## src/include/dbc_map.svh

```systemverilog
// Constants of the DAC bank command block: frame layout, codes, timing.
// Assumes nothing; included by the package and the design.
`ifndef DBC_MAP_SVH
`define DBC_MAP_SVH

`define DBC_FRAME_BITS   6'd32
`define DBC_LAST_BIT     6'd31
`define DBC_CMD_HI       27
`define DBC_CMD_LO       24
`define DBC_PD_HI        9
`define DBC_PD_LO        8
`define DBC_REF_BIT      0

`define DBC_CMD_PWRDN    4'h4
`define DBC_CMD_CLRCODE  4'h5
`define DBC_CMD_RESET    4'h7
`define DBC_CMD_REF      4'h8

`define DBC_CODE_ZERO    12'h000
`define DBC_CODE_MID     12'h800
`define DBC_CODE_FULL    12'hFFF
`define DBC_CLR_NOP      2'h3
`define DBC_CLR_RESET    2'h0
`define DBC_PD_RESET     2'h0

`define DBC_CLK_NS       10
`define DBC_POR_NS       1000
`define DBC_POR_CYCLES   ((`DBC_POR_NS + `DBC_CLK_NS - 1) / `DBC_CLK_NS)

`endif

```

## src/include/dbc_pkg.sv

```systemverilog
// Types and the clear-code lookup for the DAC bank command block.
// Assumes dbc_map.svh is on the include path.
package dbc_pkg;
  `include "dbc_map.svh"

  typedef logic [3:0]  dbc_cmd_t;
  typedef logic [11:0] dbc_code_t;

  typedef enum logic [1:0] {
    DBC_PD_NORMAL = 2'h0,
    DBC_PD_1K     = 2'h1,
    DBC_PD_100K   = 2'h2,
    DBC_PD_TRI    = 2'h3
  } dbc_pd_mode_t;

  function automatic dbc_code_t dbc_clear_value(input logic [1:0] sel);
    dbc_code_t v;
    v = `DBC_CODE_ZERO;
    if (sel == 2'h1) begin
      v = `DBC_CODE_MID;
    end else if (sel == 2'h2) begin
      v = `DBC_CODE_FULL;
    end
    return v;
  endfunction : dbc_clear_value
endpackage : dbc_pkg

```

## src/rtl/dbc_top.sv

```systemverilog
// Command interpreter for one bank of eight DAC channels.
// Assumes the serial link pins are asynchronous to clk and that a
// second instance, on the other frame select, serves the other bank.
//
// Notes on behaviour
// - Frame valid after 32 serial clock falls with select low; acts on 32nd.
// - Select rising before the 32nd fall aborts and clears the shifter.
// - An aborted frame changes no register and no mode.
// - Reference enable is off after power-up.
// - Command 1000 loads reference enable from bit 0.
// - Power-on reset brings all outputs to zero code.
// - Command 0111 repeats the power-on reset.
// - Strobe and clear input are ignored while power-on reset runs.
// - Command 0100 applies the mode in bits 9:8 to selected channels.
// - Bits 7 to 0 select channels; unselected channels keep their mode.
// - Reference is powered while enabled, unless every channel is powered down.
// - Power-down leaves the stored DAC codes untouched.
// - On power-up, strobe low loads input code, strobe high keeps DAC code.
// - Clear input falling loads input and DAC codes with the clear code.
// - Clear select 0,1,2 give codes 0x000, 0x800, 0xFFF; 3 does nothing.
// - Clear select resets to the zero-code setting.
// - Command 0101 loads clear select from bits 1:0.
// - Clear mode lasts until the 32nd fall of the next frame.
// - Clear falling during a frame aborts that frame.
// - Data shifts in MSB first on serial clock falls while select is low.
// - Command sits in bits 27:24, address in 23:20, data below.
// - Each bank has its own select; both low write both banks.
`timescale 1ns/100ps
`include "dbc_map.svh"

module dbc_top
  import dbc_pkg::*;
(
  input  wire logic              clk,
  input  wire logic              reset,
  input  wire logic              dac_serial_clock,
  input  wire logic              dac_serial_data_in,
  input  wire logic              bank_frame_select_n,
  input  wire logic              load_update_strobe_n,
  input  wire logic              async_clear_n,
  output logic [7:0][11:0]       dac_code_q,
  output logic [7:0][1:0]        pd_mode_q,
  output logic                   ref_enable_q,
  output logic                   ref_powered_q,
  output logic                   clear_mode_q,
  output logic                   por_busy_q,
  output logic                   frame_done_q,
  output logic                   frame_abort_q
);

  ////////////////////////////////////////////////////////////////////
  // Synchronisers. The first stage is read only by the second.

  logic [2:0] sclk_s_q;
  logic [1:0] din_s_q;
  logic [1:0] cs_s_q;
  logic [1:0] load_update_strobe_n_s_q;
  logic [2:0] clr_s_q;

  always_ff @(posedge clk) begin
    if (reset) begin
      sclk_s_q <= 3'h0;
      din_s_q  <= 2'h0;
      cs_s_q   <= 2'h3;
      load_update_strobe_n_s_q <= 2'h3;
      clr_s_q  <= 3'h7;
    end else begin
      sclk_s_q <= {sclk_s_q[1:0], dac_serial_clock};
      din_s_q  <= {din_s_q[0], dac_serial_data_in};
      cs_s_q   <= {cs_s_q[0], bank_frame_select_n};
      load_update_strobe_n_s_q <= {load_update_strobe_n_s_q[0], load_update_strobe_n};
      clr_s_q  <= {clr_s_q[1:0], async_clear_n};
    end
  end

  logic sclk_fall;
  logic clr_fall;
  logic cs_high;
  logic din_s;
  logic load_update_strobe_n_low;

  assign sclk_fall = sclk_s_q[2] & ~sclk_s_q[1];
  assign clr_fall  = clr_s_q[2] & ~clr_s_q[1];
  assign cs_high   = cs_s_q[1];
  assign din_s     = din_s_q[1];
  assign load_update_strobe_n_low  = ~load_update_strobe_n_s_q[1];

  ////////////////////////////////////////////////////////////////////
  // Frame shifter.

  logic [31:0] shift_q;
  logic [5:0]  bit_cnt_q;
  logic        dead_q;
  logic [31:0] word;
  logic        in_frame;
  logic        clr_event;
  logic        clr_abort;
  logic        exec;
  logic        soft_rst;
  dbc_cmd_t    cmd;

  assign word     = {shift_q[30:0], din_s};
  assign cmd      = word[`DBC_CMD_HI:`DBC_CMD_LO];
  assign in_frame = (bit_cnt_q != 6'h00) && (bit_cnt_q != `DBC_FRAME_BITS);
  // A clear once select is low kills the frame, even before its first bit.
  assign clr_abort = clr_event && !cs_high &&
                     (bit_cnt_q != `DBC_FRAME_BITS);
  // The select belongs to this bank alone.
  assign exec = !cs_high && sclk_fall && !dead_q && !clr_abort &&
                (bit_cnt_q == `DBC_LAST_BIT);
  assign soft_rst = exec && (cmd == `DBC_CMD_RESET);

  always_ff @(posedge clk) begin
    if (reset) begin
      shift_q   <= 32'h0000_0000;
      bit_cnt_q <= 6'h00;
      dead_q    <= 1'b0;
    end else if (cs_high) begin
      // An early rise leaves nothing behind to execute later.
      shift_q   <= 32'h0000_0000;
      bit_cnt_q <= 6'h00;
      dead_q    <= 1'b0;
    end else if (clr_abort) begin
      shift_q   <= 32'h0000_0000;
      bit_cnt_q <= 6'h00;
      dead_q    <= 1'b1;
    end else if (sclk_fall && !dead_q &&
                 (bit_cnt_q != `DBC_FRAME_BITS)) begin
      shift_q   <= word;
      bit_cnt_q <= bit_cnt_q + 6'h01;
    end
  end

  always_ff @(posedge clk) begin
    if (reset) begin
      frame_done_q  <= 1'b0;
      frame_abort_q <= 1'b0;
    end else begin
      frame_done_q  <= exec;
      frame_abort_q <= clr_abort || (cs_high && in_frame);
    end
  end

  ////////////////////////////////////////////////////////////////////
  // Power-on reset timer, restarted by the reset command.

  logic [7:0] por_cnt_q;

  always_ff @(posedge clk) begin
    if (reset || soft_rst) begin
      por_cnt_q  <= 8'(`DBC_POR_CYCLES);
      por_busy_q <= 1'b1;
    end else if (por_cnt_q != 8'h00) begin
      por_cnt_q  <= por_cnt_q - 8'h01;
      por_busy_q <= (por_cnt_q != 8'h01);
    end
  end

  ////////////////////////////////////////////////////////////////////
  // Mode registers.

  logic [1:0] clear_sel_q;

  always_ff @(posedge clk) begin
    if (reset || soft_rst) begin
      ref_enable_q <= 1'b0;
      clear_sel_q  <= `DBC_CLR_RESET;
    end else if (exec) begin
      // Reserved codes fall through and touch nothing.
      if (cmd == `DBC_CMD_REF) begin
        ref_enable_q <= word[`DBC_REF_BIT];
      end
      if (cmd == `DBC_CMD_CLRCODE) begin
        clear_sel_q <= word[1:0];
      end
    end
  end

  // The clear-select value 3 never fires a clear.
  assign clr_event = clr_fall && !por_busy_q &&
                     (clear_sel_q != `DBC_CLR_NOP);

  always_ff @(posedge clk) begin
    if (reset || soft_rst) begin
      clear_mode_q <= 1'b0;
    end else if (clr_event) begin
      clear_mode_q <= 1'b1;
    end else if (exec) begin
      clear_mode_q <= 1'b0;
    end
  end

  ////////////////////////////////////////////////////////////////////
  // Per-channel state. Data write commands live elsewhere, so the
  // input code changes only by reset and clear here.

  logic [7:0][11:0] input_code_q;
  logic             pd_cmd;
  logic [1:0]       pd_new;

  assign pd_cmd = exec && (cmd == `DBC_CMD_PWRDN);
  assign pd_new = word[`DBC_PD_HI:`DBC_PD_LO];

  always_ff @(posedge clk) begin
    if (reset || soft_rst) begin
      for (int i = 0; i < 8; i++) begin
        input_code_q[i] <= `DBC_CODE_ZERO;
        dac_code_q[i]   <= `DBC_CODE_ZERO;
        pd_mode_q[i]    <= `DBC_PD_RESET;
      end
    end else if (clr_event) begin
      for (int i = 0; i < 8; i++) begin
        input_code_q[i] <= dbc_clear_value(clear_sel_q);
        dac_code_q[i]   <= dbc_clear_value(clear_sel_q);
      end
    end else if (pd_cmd) begin
      for (int i = 0; i < 8; i++) begin
        if (word[i]) begin
          pd_mode_q[i] <= pd_new;
          // Wake-up follows the strobe level; codes stay in sleep.
          if (pd_mode_q[i] != DBC_PD_NORMAL &&
              pd_new == DBC_PD_NORMAL && load_update_strobe_n_low && !por_busy_q) begin
            dac_code_q[i] <= input_code_q[i];
          end
        end
      end
    end
  end

  // Shared reference circuitry sleeps with the whole bank or while reference enable is off.
  always_ff @(posedge clk) begin
    if (reset) begin
      ref_powered_q <= 1'b0;
    end else begin
      ref_powered_q <= ref_enable_q &&
                       !(&{pd_mode_q[7] != 2'h0, pd_mode_q[6] != 2'h0,
                           pd_mode_q[5] != 2'h0, pd_mode_q[4] != 2'h0,
                           pd_mode_q[3] != 2'h0, pd_mode_q[2] != 2'h0,
                           pd_mode_q[1] != 2'h0,
                           pd_mode_q[0] != 2'h0});
    end
  end
endmodule : dbc_top

```

## config.mk

```make
export PLATFORM = sky130hd
export DESIGN_NAME = dbc_top
export DESIGN_NICKNAME = d
export VERILOG_FILES = /design/src/include/dbc_pkg.sv /design/src/rtl/dbc_top.sv
export VERILOG_INCLUDE_DIRS = /design/src /design/src/include
export SDC_FILE = /design/constraint.sdc
export NUM_CORES = 1
export LEC_CHECK = 0
export BUFFER_PORTS_ARGS = -buffer_cell sky130_fd_sc_hd__buf_2
export CAP_MARGIN = 20
export CORE_ASPECT_RATIO = 0.9
export CORE_UTILIZATION = 45
export DETAILED_ROUTE_END_ITERATION = 7
export PLACE_DENSITY = 0.84
export RECOVER_POWER = 50
export SYNTH_ARGS = -nofsm -noshare
export SYNTH_HDL_FRONTEND = slang
export SYNTH_SLANG_ARGS = --single-unit
```

## constraint.sdc

```tcl
create_clock -name clk -period 2.3 [get_ports clk]
set_clock_uncertainty 0.2 [all_clocks]
set_input_delay 0.46 -clock clk [delete_from_list [all_inputs] [get_ports clk]]
set_output_delay 0.46 -clock clk [all_outputs]
set_load 0.05 [all_outputs]
```

== Yosys cells after proc, flatten, opt, wreduce, memory -nomap -nowiden ==
Index checks and enable logic that the tools add are counted.
Word-level totals
  register bits after elaboration: 186
  logic and storage cells: 169
Operators by class
  add/subtract/negate cells: 2
  equality and inequality tests: 10
  muxes and demuxes: 22
  bitwise logic cells: 6
  reductions and logical operators: 96
Operators with widths (count)
  $mux 12: 18
  $mux 96: 2
  $reduce_bool 2->1: 26
  $reduce_and 3->1: 16
  $logic_and 1x1->1: 39
  $eq 4x3->1 const B: 3
  $ne 8x1->1 const B: 1
  $reduce_and 8->1: 1
  $reduce_bool 8->1: 1
  $sub 8x1->8 const B: 1
  $add 6x1->6 const B: 1
  $eq 6x5->1 const B: 1
  $ne 6x6->1 const B: 1
  $reduce_bool 6->1: 1
  $logic_not 1->1: 5
  $eq 4x4->1 const B: 1
  $not 1->1: 4
  $reduce_and 2->1: 2
  $reduce_or 3->1: 1
  $and 1x1->1: 2
  $eq 2x1->1 const B: 1
  $eq 2x2->1 const B: 1
  $logic_not 2->1: 1
  $logic_or 1x1->1: 2
  3 further kinds: 4

== Logic depth before layout (Yosys ltp) ==
Gate-level depths: netlist of run 1.
  depth in word-level cells: 12
  mapped depth: 8

== Least setup slack after synthesis of run 1 ==
OpenSTA, ideal clock, no wires.
  path kind: register to register
  start: register por_busy_q
  end: register por_cnt_q[3]
  arrival time: 1.969 ns
  path slack: 0.004 ns
  stages on the path, launching flop included: 7
  path buffers: 2
  clock period less this slack: 2.296 ns
  cells stage by stage: dfxtp_1 nor4b_2 or4_4 buf_6 o21ai_4 buf_6 a211oi_1
On the way
  longest elaborated chain between the ends: 10
Ends and longest elaborated chain
  from (decl): RTL line dbc_top.sv:46  | output logic por_busy_q,
  from (signal assigned): RTL line dbc_top.sv:155  | por_busy_q <= (por_cnt_q != 8'h01);
  $logic_not 1->1: RTL line dbc_top.sv:180  | assign clr_event = clr_fall && !por_busy_q &&
  $logic_and 1x1->1 (2 in a row): RTL line dbc_top.sv:180
  $logic_and 1x1->1 (2 in a row): RTL line dbc_top.sv:106  | assign clr_abort = clr_event && !cs_high &&
  $logic_not 1->1: RTL line dbc_top.sv:109  | assign exec = !cs_high && sclk_fall && !dead_q && !clr_abort &&
  $logic_and 1x1->1 (2 in a row): RTL line dbc_top.sv:109
  $logic_and 1x1->1: RTL line dbc_top.sv:111  | assign soft_rst = exec && (cmd == `DBC_CMD_RESET);
  $logic_or 1x1->1: RTL line dbc_top.sv:150  | if (reset || soft_rst) begin
  to (signal assigned): RTL line dbc_top.sv:151  | por_cnt_q <= 8'(`DBC_POR_CYCLES);
  to (signal assigned): RTL line dbc_top.sv:154  | por_cnt_q <= por_cnt_q - 8'h01;
  to (decl): RTL line dbc_top.sv:147  | logic [7:0] por_cnt_q;
Every way passes these cells.
A chain may end at the register's enable or synchronous reset.

== Final worst setup path of run 1 ==
  start: register bit_cnt_q[5]
  end: register pd_mode_q[5] in the netlist's numbering
On the way
  longest elaborated chain between the ends: 7
Ends and longest elaborated chain
  from (decl): RTL line dbc_top.sv:92  | logic [5:0] bit_cnt_q;
  from (signal assigned): RTL line dbc_top.sv:130  | bit_cnt_q <= bit_cnt_q + 6'h01;
  $ne 6x6->1 (no line)
  $logic_and 1x1->1: RTL line dbc_top.sv:106
  $logic_not 1->1: RTL line dbc_top.sv:109
  $logic_and 1x1->1: RTL line dbc_top.sv:109
  $logic_and 1x1->1 *: RTL line dbc_top.sv:109
  $logic_and 1x1->1 (on tied branches): RTL line dbc_top.sv:201, dbc_top.sv:111
  $reduce_and 3->1 (no line) / $logic_or 1x1->1 (equally long branches)
  to (signal, indexed assignment): RTL line dbc_top.sv:209  | pd_mode_q[i] <= `DBC_PD_RESET;
  to (signal, indexed assignment): RTL line dbc_top.sv:219  | pd_mode_q[i] <= pd_new;
  to (decl): RTL line dbc_top.sv:42  | output logic [7:0][1:0] pd_mode_q,
Every way passes the cells marked *; elsewhere a longest branch is shown, timed or not.

==> results of run 1 <==
flip-flops by register name, indices dropped and copies added (netlist names):
name and flops:
bit_cnt_q 6, clear_mode_q 1, clear_sel_q 2, clr_s_q 3, cs_s_q 2, dac_code_q 16, dead_q 1, din_s_q 2
frame_abort_q 1, frame_done_q 1, input_code_q 2, load_update_strobe_n_s_q 2, pd_mode_q 16, por_busy_q 1, por_cnt_q 8, ref_enable_q 1
ref_powered_q 1, sclk_s_q 3, shift_q 27
Yosys cell counts (2+ instances only):
cell,count
o211ai_1,16
a21oi_1,21
nor2b_1,7
o21ai_1,3
o22ai_1,2
nand3_1,5
or2_2,7
buf_6,3
dfxtp_1,96
xnor2_1,4
a211oi_1,2
nor2_1,43
nor4b_1,2
ha_1,6
nor3b_1,3
buf_4,80
a31oi_1,8
o211ai_2,2
mux2i_1,47
o21a_1,9
nand4_1,16
nor3_1,2
xor2_1,4
nor4_1,4
nand2_1,11
a21o_1,2
buf_2,4
nand4b_1,3
o21ai_0,18
clkbuf_1,20
and2_1,4
nor4b_2,2
inv_1,11
worst max path at each step:
stage                       from        endpoint  slack (ns)  depth (start not counted)
finish              bit_cnt_q[5]    pd_mode_q[5]        0.06                          5
global route           cs_s_q[1]  dac_code_q[83]       0.003                          6
CTS                    cs_s_q[1]  dac_code_q[35]        0.01                          5
detailed placement     cs_s_q[1]  dac_code_q[10]       -0.02                          4
global placement       cs_s_q[1]  dac_code_q[22]        0.06                          4
floorplan             por_busy_q    por_cnt_q[3]       0.004                          6
what timing repair did:
item                                    CTS  global route
buffers inserted                          0             5
pin swaps                                 0             3
resized for setup                         1             9
endpoints found under the setup margin    5            34
gates cloned                              0             3
metrics by stage:
step                setup slack [ns]  area (µm²)  util (%)
finish                        0.0577        5030      51.6
global route                 0.00269        5030      51.6
CTS                           0.0104        5030      51.6
detailed placement           -0.0242        4820      49.4
global placement              0.0592        4820      49.4
floorplan                    0.00436        4560         -
metal layers:
metal  share of wire, %  GRT usage [%]  vias up
met5                  0              0        -
met4                2.0           6.32        0
met3                7.2           4.56       21
met2                 48           30.2      167
met1                 43           22.8     1697
li1                   -              -     1727
power by group:
group | switching, mW | internal [mW] | total, mW
clock network | 0.562 | 0.565 | 1.13
logic | 0.0662 | 0.0588 | 0.125
registers | 0.0221 | 1.68 | 1.71
cell type report:
cell class / count / area, µm²
clock buffers: 14 / 163
well taps: 126 / 158
inverters: 11 / 41.3
fillers: 918 / 4720
clock inverters: 2 / 37.5
repair buffers: 154 / 811
flip-flops and latches: 96 / 1930
multi-input cells: 270 / 1890
cell families (layout without fill, tap and decap cells):
| family | Yosys count | in the layout | synth area share [%] |
|---|---|---|---|
| flip-flops | 96 | 96 | 42.2 |
| buffers and inverters | 119 | 181 | 17.0 |
| multiplexers | 48 | 48 | 10.6 |
| XOR/XNOR | 8 | 8 | 1.54 |
| adder cells (fa/ha/maj) | 6 | 6 | 1.65 |
| AND/OR/NAND/NOR | 117 | 117 | 14.1 |
| AO/OA/AOI/OAI | 91 | 91 | 13.0 |
==> impl_metrics.json, run 1 <==
{
  "cpMaxStageDelayCell": "or4_4",
  "clk_latency_ns": 0.36,
  "finalCritPeriodShare_pct": 97.5,
  "ir_drop_mv": 0.305,
  "fmax_mhz": 446,
  "ys_ff_latch": 96,
  "cp_num_buf_inv": 1,
  "ys_types": 51,
  "cp_slowest_stage_delay_ns": 0.60,
  "cp.arrival_ns": 2.29,
  "grt_pass1_wl_um": 15300,
  "gr-total-overflow": 0,
  "root_buffer": "clkbuf_8",
  "place_inst": 650,
  "netlist_area_mm2": 0.00456,
  "totalWireLength_um": 10000,
  "syn_inst": 485,
  "clock_path_buffers": 2,
  "r2r_end": "pd_mode_q[5]",
  "drc_errors": 0,
  "dpl.hpwl_um": 6830,
  "min_to": "load_update_strobe_n_s_q[0]",
  "status": "finished, final reports clean",
  "rsz0062_at_grt": "no",
  "detail_route.wl_per_cell_um": 14.9,
  "maxSlewViolCount": 0,
  "hold_start": "load_update_strobe_n",
  "synth_edf_count": 0,
  "die_x_um": 108,
  "hold_class": "input port to register",
  "track_usage_pct": 18.2,
  "final_common_cell": "dfxtp_1",
  "async_flop_share_pct": 0,
  "whs_ns": 0.0754,
  "crit_path_start_kind": "register",
  "synth-main-ff-cell": "dfxtp_1",
  "first_iter_violations": 228,
  "final_cell_mix": "92 x dfxtp_1, 79 x clkbuf_1, 47 x mux2i_1",
  "avgSynthCellArea_um2": 9.40,
  "syn_to_final_growth_pct": 10.3,
  "seq_area_frac_synth_pct": 42.2,
  "synth_top_cell_by_area": "dfxtp_1",
  "min_path_cells": 2,
  "clkTransAtPathRegs_ns": 0.09,
  "synth_area_leaders": "dfxtp_1 42%, buf_4 13%, mux2i_1 10%",
  "cts_sinks": 96,
  "die_h_um": 97.5,
  "drt-pass1-iter-count": 5,
  "nets": 555,
  "postRouteAntennaNets": 0,
  "core-area_mm2": 0.00974,
  "fin_tns_setup_ns": 0,
  "vias": 3612,
  "htreeDepth": 3,
  "gp_congestion": 0.851,
  "finalHoldViolations": 0,
  "diodes": 0,
  "cts_buffers": 9,
  "numPortBuffers": 124,
  "cpLargestDelayFamily": "simple AND/OR/NAND/NOR gates",
  "reg2reg_from": "bit_cnt_q[5]",
  "path_max_fanout": 7,
  "endpoint_kind": "register",
  "fp-row-count": 34,
  "layout-drive-gt1-share_pct": 20.8,
  "powerDensity_mw_per_mm2": 589,
  "leakagePower_nw": 1.94,
  "synth-warning-count": 0,
  "setup_violations": 0,
  "synth_nets": 498,
  "period_needed_ns": 2.24,
  "required_ns": 2.35,
  "total_power_mw": 2.96,
  "grt_max_degree": 27,
  "worst_slew_pin_slew_ns": 0.728,
  "slew_headroom_pct": 51.5,
  "cp_cell_sequence": "or3b_4 > or4_4 > o21ai_4 > clkbuf_16 > a21oi_1",
  "antenna_found_initial": 0,
  "io_pins": 125,
  "start_util_pct": 46.8,
  "rr_worst_depth": 5,
  "cts_tree": "yes",
  "reg2reg_slack_ns": 0.06,
  "ctsHoldBuffers": 0,
  "dieArea_mm2": 0.0105,
  "synth_top_area_share_pct": 42.2,
  "drv_cap": 0,
  "final_cells": 673,
  "via_per_inst": 5.37,
  "grt_pass1_vias": 3239,
  "path_class": "register to register"
}
Power figures use the tool's default switching activity.
==> run 2, diff against run 1 <==
--- a/config.mk
+++ b/config.mk
@@ -8,11 +8,14 @@
 export LEC_CHECK = 0
 export BUFFER_PORTS_ARGS = -buffer_cell sky130_fd_sc_hd__buf_2
 export CAP_MARGIN = 20
+export CELL_PAD_IN_SITES_DETAIL_PLACEMENT = 0
+export CELL_PAD_IN_SITES_GLOBAL_PLACEMENT = 1
 export CORE_ASPECT_RATIO = 0.9
-export CORE_UTILIZATION = 45
+export CORE_UTILIZATION = 35
 export DETAILED_ROUTE_END_ITERATION = 7
-export PLACE_DENSITY = 0.84
+export PLACE_DENSITY = 0.86
 export RECOVER_POWER = 50
+export SLEW_MARGIN = 20
 export SYNTH_ARGS = -nofsm -noshare
 export SYNTH_HDL_FRONTEND = slang
 export SYNTH_SLANG_ARGS = --single-unit
==> run 2 against run 1 <==
  * Sequential share of layout area shrank 0.72 points
  * Via count down 1.8%
  * Clock power grew 32%
  * Core utilization is 11 points lower
  * Non-clock buffer count down 5
  * Routed wire length is 1.6% higher
  * Fmax rose by 1.6%
  * Sequential cell count stayed put
  * Critical path depth unchanged
  * Die area up 28%
  * Critical endpoint is now por_cnt_q[4]
==> impl_metrics.json, run 2 (synthesis results as in run 1) <==
{
  "gr-total-overflow": 0,
  "root_buffer": "clkbuf_16",
  "cts_sinks": 96,
  "first_iter_violations": 164,
  "core-area_mm2": 0.0127,
  "combPwrFrac_pct": 3.4,
  "hold_class": "input port to register",
  "endpoint_kind": "register",
  "required_ns": 2.31,
  "drt-pass1-iter-count": 4,
  "switching_share_pct": 21.6,
  "start_util_pct": 35.9,
  "cpMaxStageDelayCell": "or4_4",
  "sequentialPowerShare_pct": 51.6,
  "nets": 550,
  "clock_path_buffers": 2,
  "clkTransAtPathRegs_ns": 0.06,
  "cp.arrival_ns": 2.22,
  "finalCritPeriodShare_pct": 96.0,
  "layout-drive-gt1-share_pct": 17.2,
  "cpLargestDelayFamily": "simple AND/OR/NAND/NOR gates",
  "status": "finished, final reports clean",
  "maxSlewViolCount": 0,
  "drc_errors": 0,
  "cts_setup_buffers": 0,
  "fin_tns_setup_ns": 0,
  "total_power_mw": 3.31,
  "cts_buffers": 9,
  "switchingPower_mw": 0.714,
  "die_x_um": 122,
  "track_usage_pct": 15.3,
  "period_needed_ns": 2.21,
  "powerDensity_mw_per_mm2": 647,
  "dieArea_mm2": 0.0135,
  "path_max_fanout": 26,
  "ir_drop_mv": 0.364,
  "power_frac_clock_pct": 44.9,
  "cp_num_buf_inv": 1,
  "postRouteAntennaNets": 0,
  "cts_tree": "yes",
  "vias": 3547,
  "path_class": "register to register",
  "drv_cap": 0,
  "regMostFlops": "shift_q",
  "rsz0062_at_grt": "no",
  "setup_violations": 0,
  "grt_pass1_wl_um": 15500,
  "leakagePower_nw": 1.90,
  "io_pins": 125,
  "p_int_mw": 2.59,
  "reg2reg_slack_ns": 0.09,
  "fmax_mhz": 453,
  "worst_slew_pin_slew_ns": 0.726,
  "cp_cell_sequence": "or3b_4 > or4_4 > o21ai_4 > buf_12 > nor3_1",
  "htreeDepth": 3,
  "syn_to_final_growth_pct": 12.1,
  "dpl.hpwl_um": 7290,
  "via_per_inst": 5.02,
  "diodes": 0,
  "largest_reg_flops": 27,
  "fp-row-count": 39,
  "numPortBuffers": 124,
  "fillers": 1325,
  "crit_path_start_kind": "register",
  "antenna_found_initial": 0,
  "gp_congestion": 0.775,
  "clk_latency_ns": 0.35,
  "slew_headroom_pct": 51.6,
  "totalWireLength_um": 10200,
  "ctsHoldBuffers": 0,
  "grt_pass1_vias": 3025,
  "final_cell_mix": "96 x dfxtp_1, 91 x clkbuf_1, 47 x mux2i_1",
  "top_regs": "shift_q (27), dac_code_q (16), pd_mode_q (16)",
  "grt_max_degree": 34,
  "cp_slowest_stage_delay_ns": 0.65,
  "die_h_um": 110,
  "final_common_cell": "dfxtp_1",
  "detail_route.wl_per_cell_um": 14.5,
  "finalHoldViolations": 0
}
==> run 2: worst reg2reg max path: cells and delay by family, from the launching register on <==
| kind | cells | cell delay, ns |
|---|---|---|
| compound gates | 1 | 0.22 |
| simple gates | 3 | 1.15 |
| buf+inv | 1 | 0.19 |
| flops | 1 | 0.32 |
==> run 2: power by group through the flow <==
stage,Combinational [mW],Clock (mW),Sequential (mW)
3_5_place_dp,0.115,0,1.74
6_report,0.113,1.49,1.71
4_1_cts,0.116,1.53,1.71
3_3_place_gp,0.110,0,1.74
5_1_grt,0.126,1.61,1.71
2_1_floorplan,0.0813,0,1.74
==> run 2: timing repair <==
action,CTS,global route
endpoints found under the setup margin,0,2
resized for setup,0,8
hold endpoints to repair,0,0
==> run 2: through the flow <==
step	setup WS, ns	hold WS (ns)	instances	util, %	instance area [µm²]
3_3_place_gp	0.147	0.195	689	38.5	4880
5_1_grt	0.0269	0.0842	706	40.3	5110
6_report	0.0919	0.0963	706	40.3	5110
2_1_floorplan	0.00436	0.189	485	-	4560
3_5_place_dp	0.0905	0.195	689	38.5	4880
4_1_cts	0.0844	0.0856	705	40.9	5190
==> run 2: final cells by class <==
class	instances	area, µm²	share of cell area (%)
clock inverter	3	22.5	0.441
tap	164	205	4.02
multi-input combinational	270	1880	36.8
timing repair buffer	149	757	14.8
sequential	96	1920	37.6
clock buffer	13	280	5.49
inverter	11	41.3	0.808
==> run 2: routing by layer <==
| layer | vias to the layer above | GRT usage, % | share of wire [%] |
|---|---|---|---|
| li1 | 1719 | - | - |
| met1 | 1692 | 19.3 | 47 |
| met2 | 127 | 25.0 | 46 |
| met3 | 9 | 4.48 | 5.3 |
| met4 | 0 | 5.23 | 1.4 |
| met5 | - | 0 | 0 |
==> run 2: worst paths after layout <==
check	from	to	cells after the start
worst min-delay path	bank_frame_select_n	cs_s_q[0]	2
worst min register to register	clr_s_q[0]	clr_s_q[1]	1
worst max-delay path	bit_cnt_q[5]	por_cnt_q[4]	5
worst max register to register	bit_cnt_q[5]	por_cnt_q[4]	5
==> run 3, diff against run 2 <==
--- a/config.mk
+++ b/config.mk
@@ -11,9 +11,10 @@
 export CELL_PAD_IN_SITES_DETAIL_PLACEMENT = 0
 export CELL_PAD_IN_SITES_GLOBAL_PLACEMENT = 1
 export CORE_ASPECT_RATIO = 0.9
-export CORE_UTILIZATION = 35
+export CORE_UTILIZATION = 37
+export CTS_BUF_LIST = sky130_fd_sc_hd__clkbuf_2 sky130_fd_sc_hd__clkbuf_4 sky130_fd_sc_hd__clkbuf_8
 export DETAILED_ROUTE_END_ITERATION = 7
-export PLACE_DENSITY = 0.86
+export PLACE_DENSITY = 0.9
 export RECOVER_POWER = 50
 export SLEW_MARGIN = 20
 export SYNTH_ARGS = -nofsm -noshare
==> run 3 against run 2 <==
  * Sequential power about the same
  * Register-to-register slack got worse by 0.02 ns
  * The run now ends with design-rule violations left
  * Critical path type unchanged
  * Via count shrank 2.6%
  * Largest cell class unchanged
  * Die area is 5.3% lower
  * Routed wire length down 5.3%
  * Highest routed layer unchanged
==> impl_metrics.json, run 3 (synthesis results as in run 1) <==
{
  "status": "complete, but fails checks",
  "violations": "design-rule violations",
  "grt_pass1_vias": 3051,
  "syn_to_final_growth_pct": 9.03,
  "vias": 3454,
  "route.met3.wl_um": 417,
  "drt-met1-wl_um": 4490,
  "ctsHoldBuffers": 0,
  "core-area_mm2": 0.0120,
  "track_usage_pct": 15.4,
  "gr-total-overflow": 0,
  "required_ns": 2.33,
  "clkTransAtPathRegs_ns": 0.08,
  "maxUsedRoutingLayer": "met4",
  "postRouteAntennaNets": 0,
  "cts_sinks": 96,
  "antenna_found_initial": 0,
  "cp.arrival_ns": 2.26,
  "cp_num_buf_inv": 0,
  "min_path_cells": 2,
  "die_h_um": 107,
  "dpl.hpwl_um": 6880,
  "largest_reg_flops": 27,
  "drc_errors": 1,
  "layout-drive-gt1-share_pct": 16.7,
  "finalHoldViolations": 0,
  "cts_tree": "yes",
  "ir_drop_mv": 0.248,
  "top_regs": "shift_q (27), dac_code_q (16), pd_mode_q (16)",
  "cp_cell_sequence": "or3b_4 > or4_4 > o211ai_4 > mux2i_1",
  "drt-pass1-iter-count": 6,
  "multi_input_area_mm2": 0.00192,
  "fin_tns_setup_ns": 0,
  "setup_violations": 0,
  "rsz0062_at_grt": "no",
  "cp_slowest_stage_delay_ns": 0.62,
  "finalCritPeriodShare_pct": 97.0,
  "finalCoreUtilization_pct": 41.3,
  "maxSlewViolCount": 0,
  "slew_headroom_pct": 56.4,
  "diodes": 0,
  "regMostFlops": "shift_q",
  "final_common_cell": "dfxtp_1",
  "totalWireLength_um": 9670,
  "setup_slack_ns": 0.0696,
  "nets": 548,
  "gp_congestion": 0.764,
  "cpMaxStageDelayCell": "or4_4",
  "final_cell_mix": "95 x dfxtp_1, 94 x clkbuf_1, 47 x mux2i_1",
  "stdcell_area_mm2": 0.00497,
  "fp-row-count": 38,
  "clk_latency_ns": 0.36,
  "endpoint_kind": "register",
  "fmax_mhz": 448,
  "fillers": 1200,
  "cp.depth": 4,
  "die_x_um": 119,
  "cts_buffers": 9,
  "numPortBuffers": 124,
  "path_max_fanout": 9,
  "hold_class": "input port to register",
  "crit_path_start_kind": "register",
  "grt_max_degree": 34,
  "rr_worst_depth": 4,
  "start_util_pct": 37.9,
  "worst_slew_pin_slew_ns": 0.656,
  "path_class": "register to register",
  "leakagePower_nw": 1.85,
  "dpl_cell_area_mm2": 0.00485,
  "clock_path_buffers": 2,
  "htreeDepth": 3,
  "register_area_mm2": 0.00192,
  "root_buffer": "clkbuf_8",
  "dpl_worst_slack_ns": 0.0263,
  "period_needed_ns": 2.23,
  "dieArea_mm2": 0.0128,
  "cpLargestDelayFamily": "simple AND/OR/NAND/NOR gates",
  "powerDensity_mw_per_mm2": 575,
  "grt_pass1_wl_um": 15400,
  "detail_route.wl_per_cell_um": 13.8,
  "via_per_inst": 4.93,
  "met2_length_um": 4540,
  "io_pins": 125,
  "first_iter_violations": 190,
  "drv_cap": 0
}
## run 3: final cells by class
type / instances / area share [%]
tap: 160 / 4.03
clock inverter: 2 / 0.277
sequential: 96 / 38.7
clock buffer: 14 / 3.50
timing repair buffer: 146 / 14.0
multi-input combinational: 271 / 38.6
inverter: 11 / 0.831
## run 3: power breakdown
group / total, mW / leakage [nW] / internal (mW) / switching, mW
clock: 1.04 / 0.101 / 0.490 / 0.551
sequential: 1.71 / 0.777 / 1.68 / 0.0214
combinational: 0.110 / 0.970 / 0.0499 / 0.0603
## run 3: repair_timing
item / 4_1_cts / 5_1_grt
endpoints found under the setup margin: 0 / 20
buffers inserted: 0 / 0
gates resized for setup: 0 / 9
## run 3: final timing paths
path                 start              to  slack, ns
max              cs_s_q[1]  dac_code_q[95]       0.07
min          async_clear_n      clr_s_q[0]       0.08
max reg2reg      cs_s_q[1]  dac_code_q[95]       0.07
min reg2reg      cs_s_q[0]       cs_s_q[1]       0.22
## run 3: stage by stage
step | hold slack [ns] | instances | total power [mW]
2_1_floorplan | 0.189 | 485 | 1.82
3_3_place_gp | 0.205 | 683 | 1.85
3_5_place_dp | 0.199 | 683 | 1.85
4_1_cts | 0.0691 | 699 | 2.88
5_1_grt | 0.0752 | 700 | 2.98
6_report | 0.0823 | 700 | 2.86
## run 3: per-layer routing
layer / vias to the layer above / GRT usage, %
li1: 1722 / -
met3: 16 / 2.54
met5: - / 0
met2: 124 / 25.6
met1: 1592 / 19.4
met4: 0 / 7.59
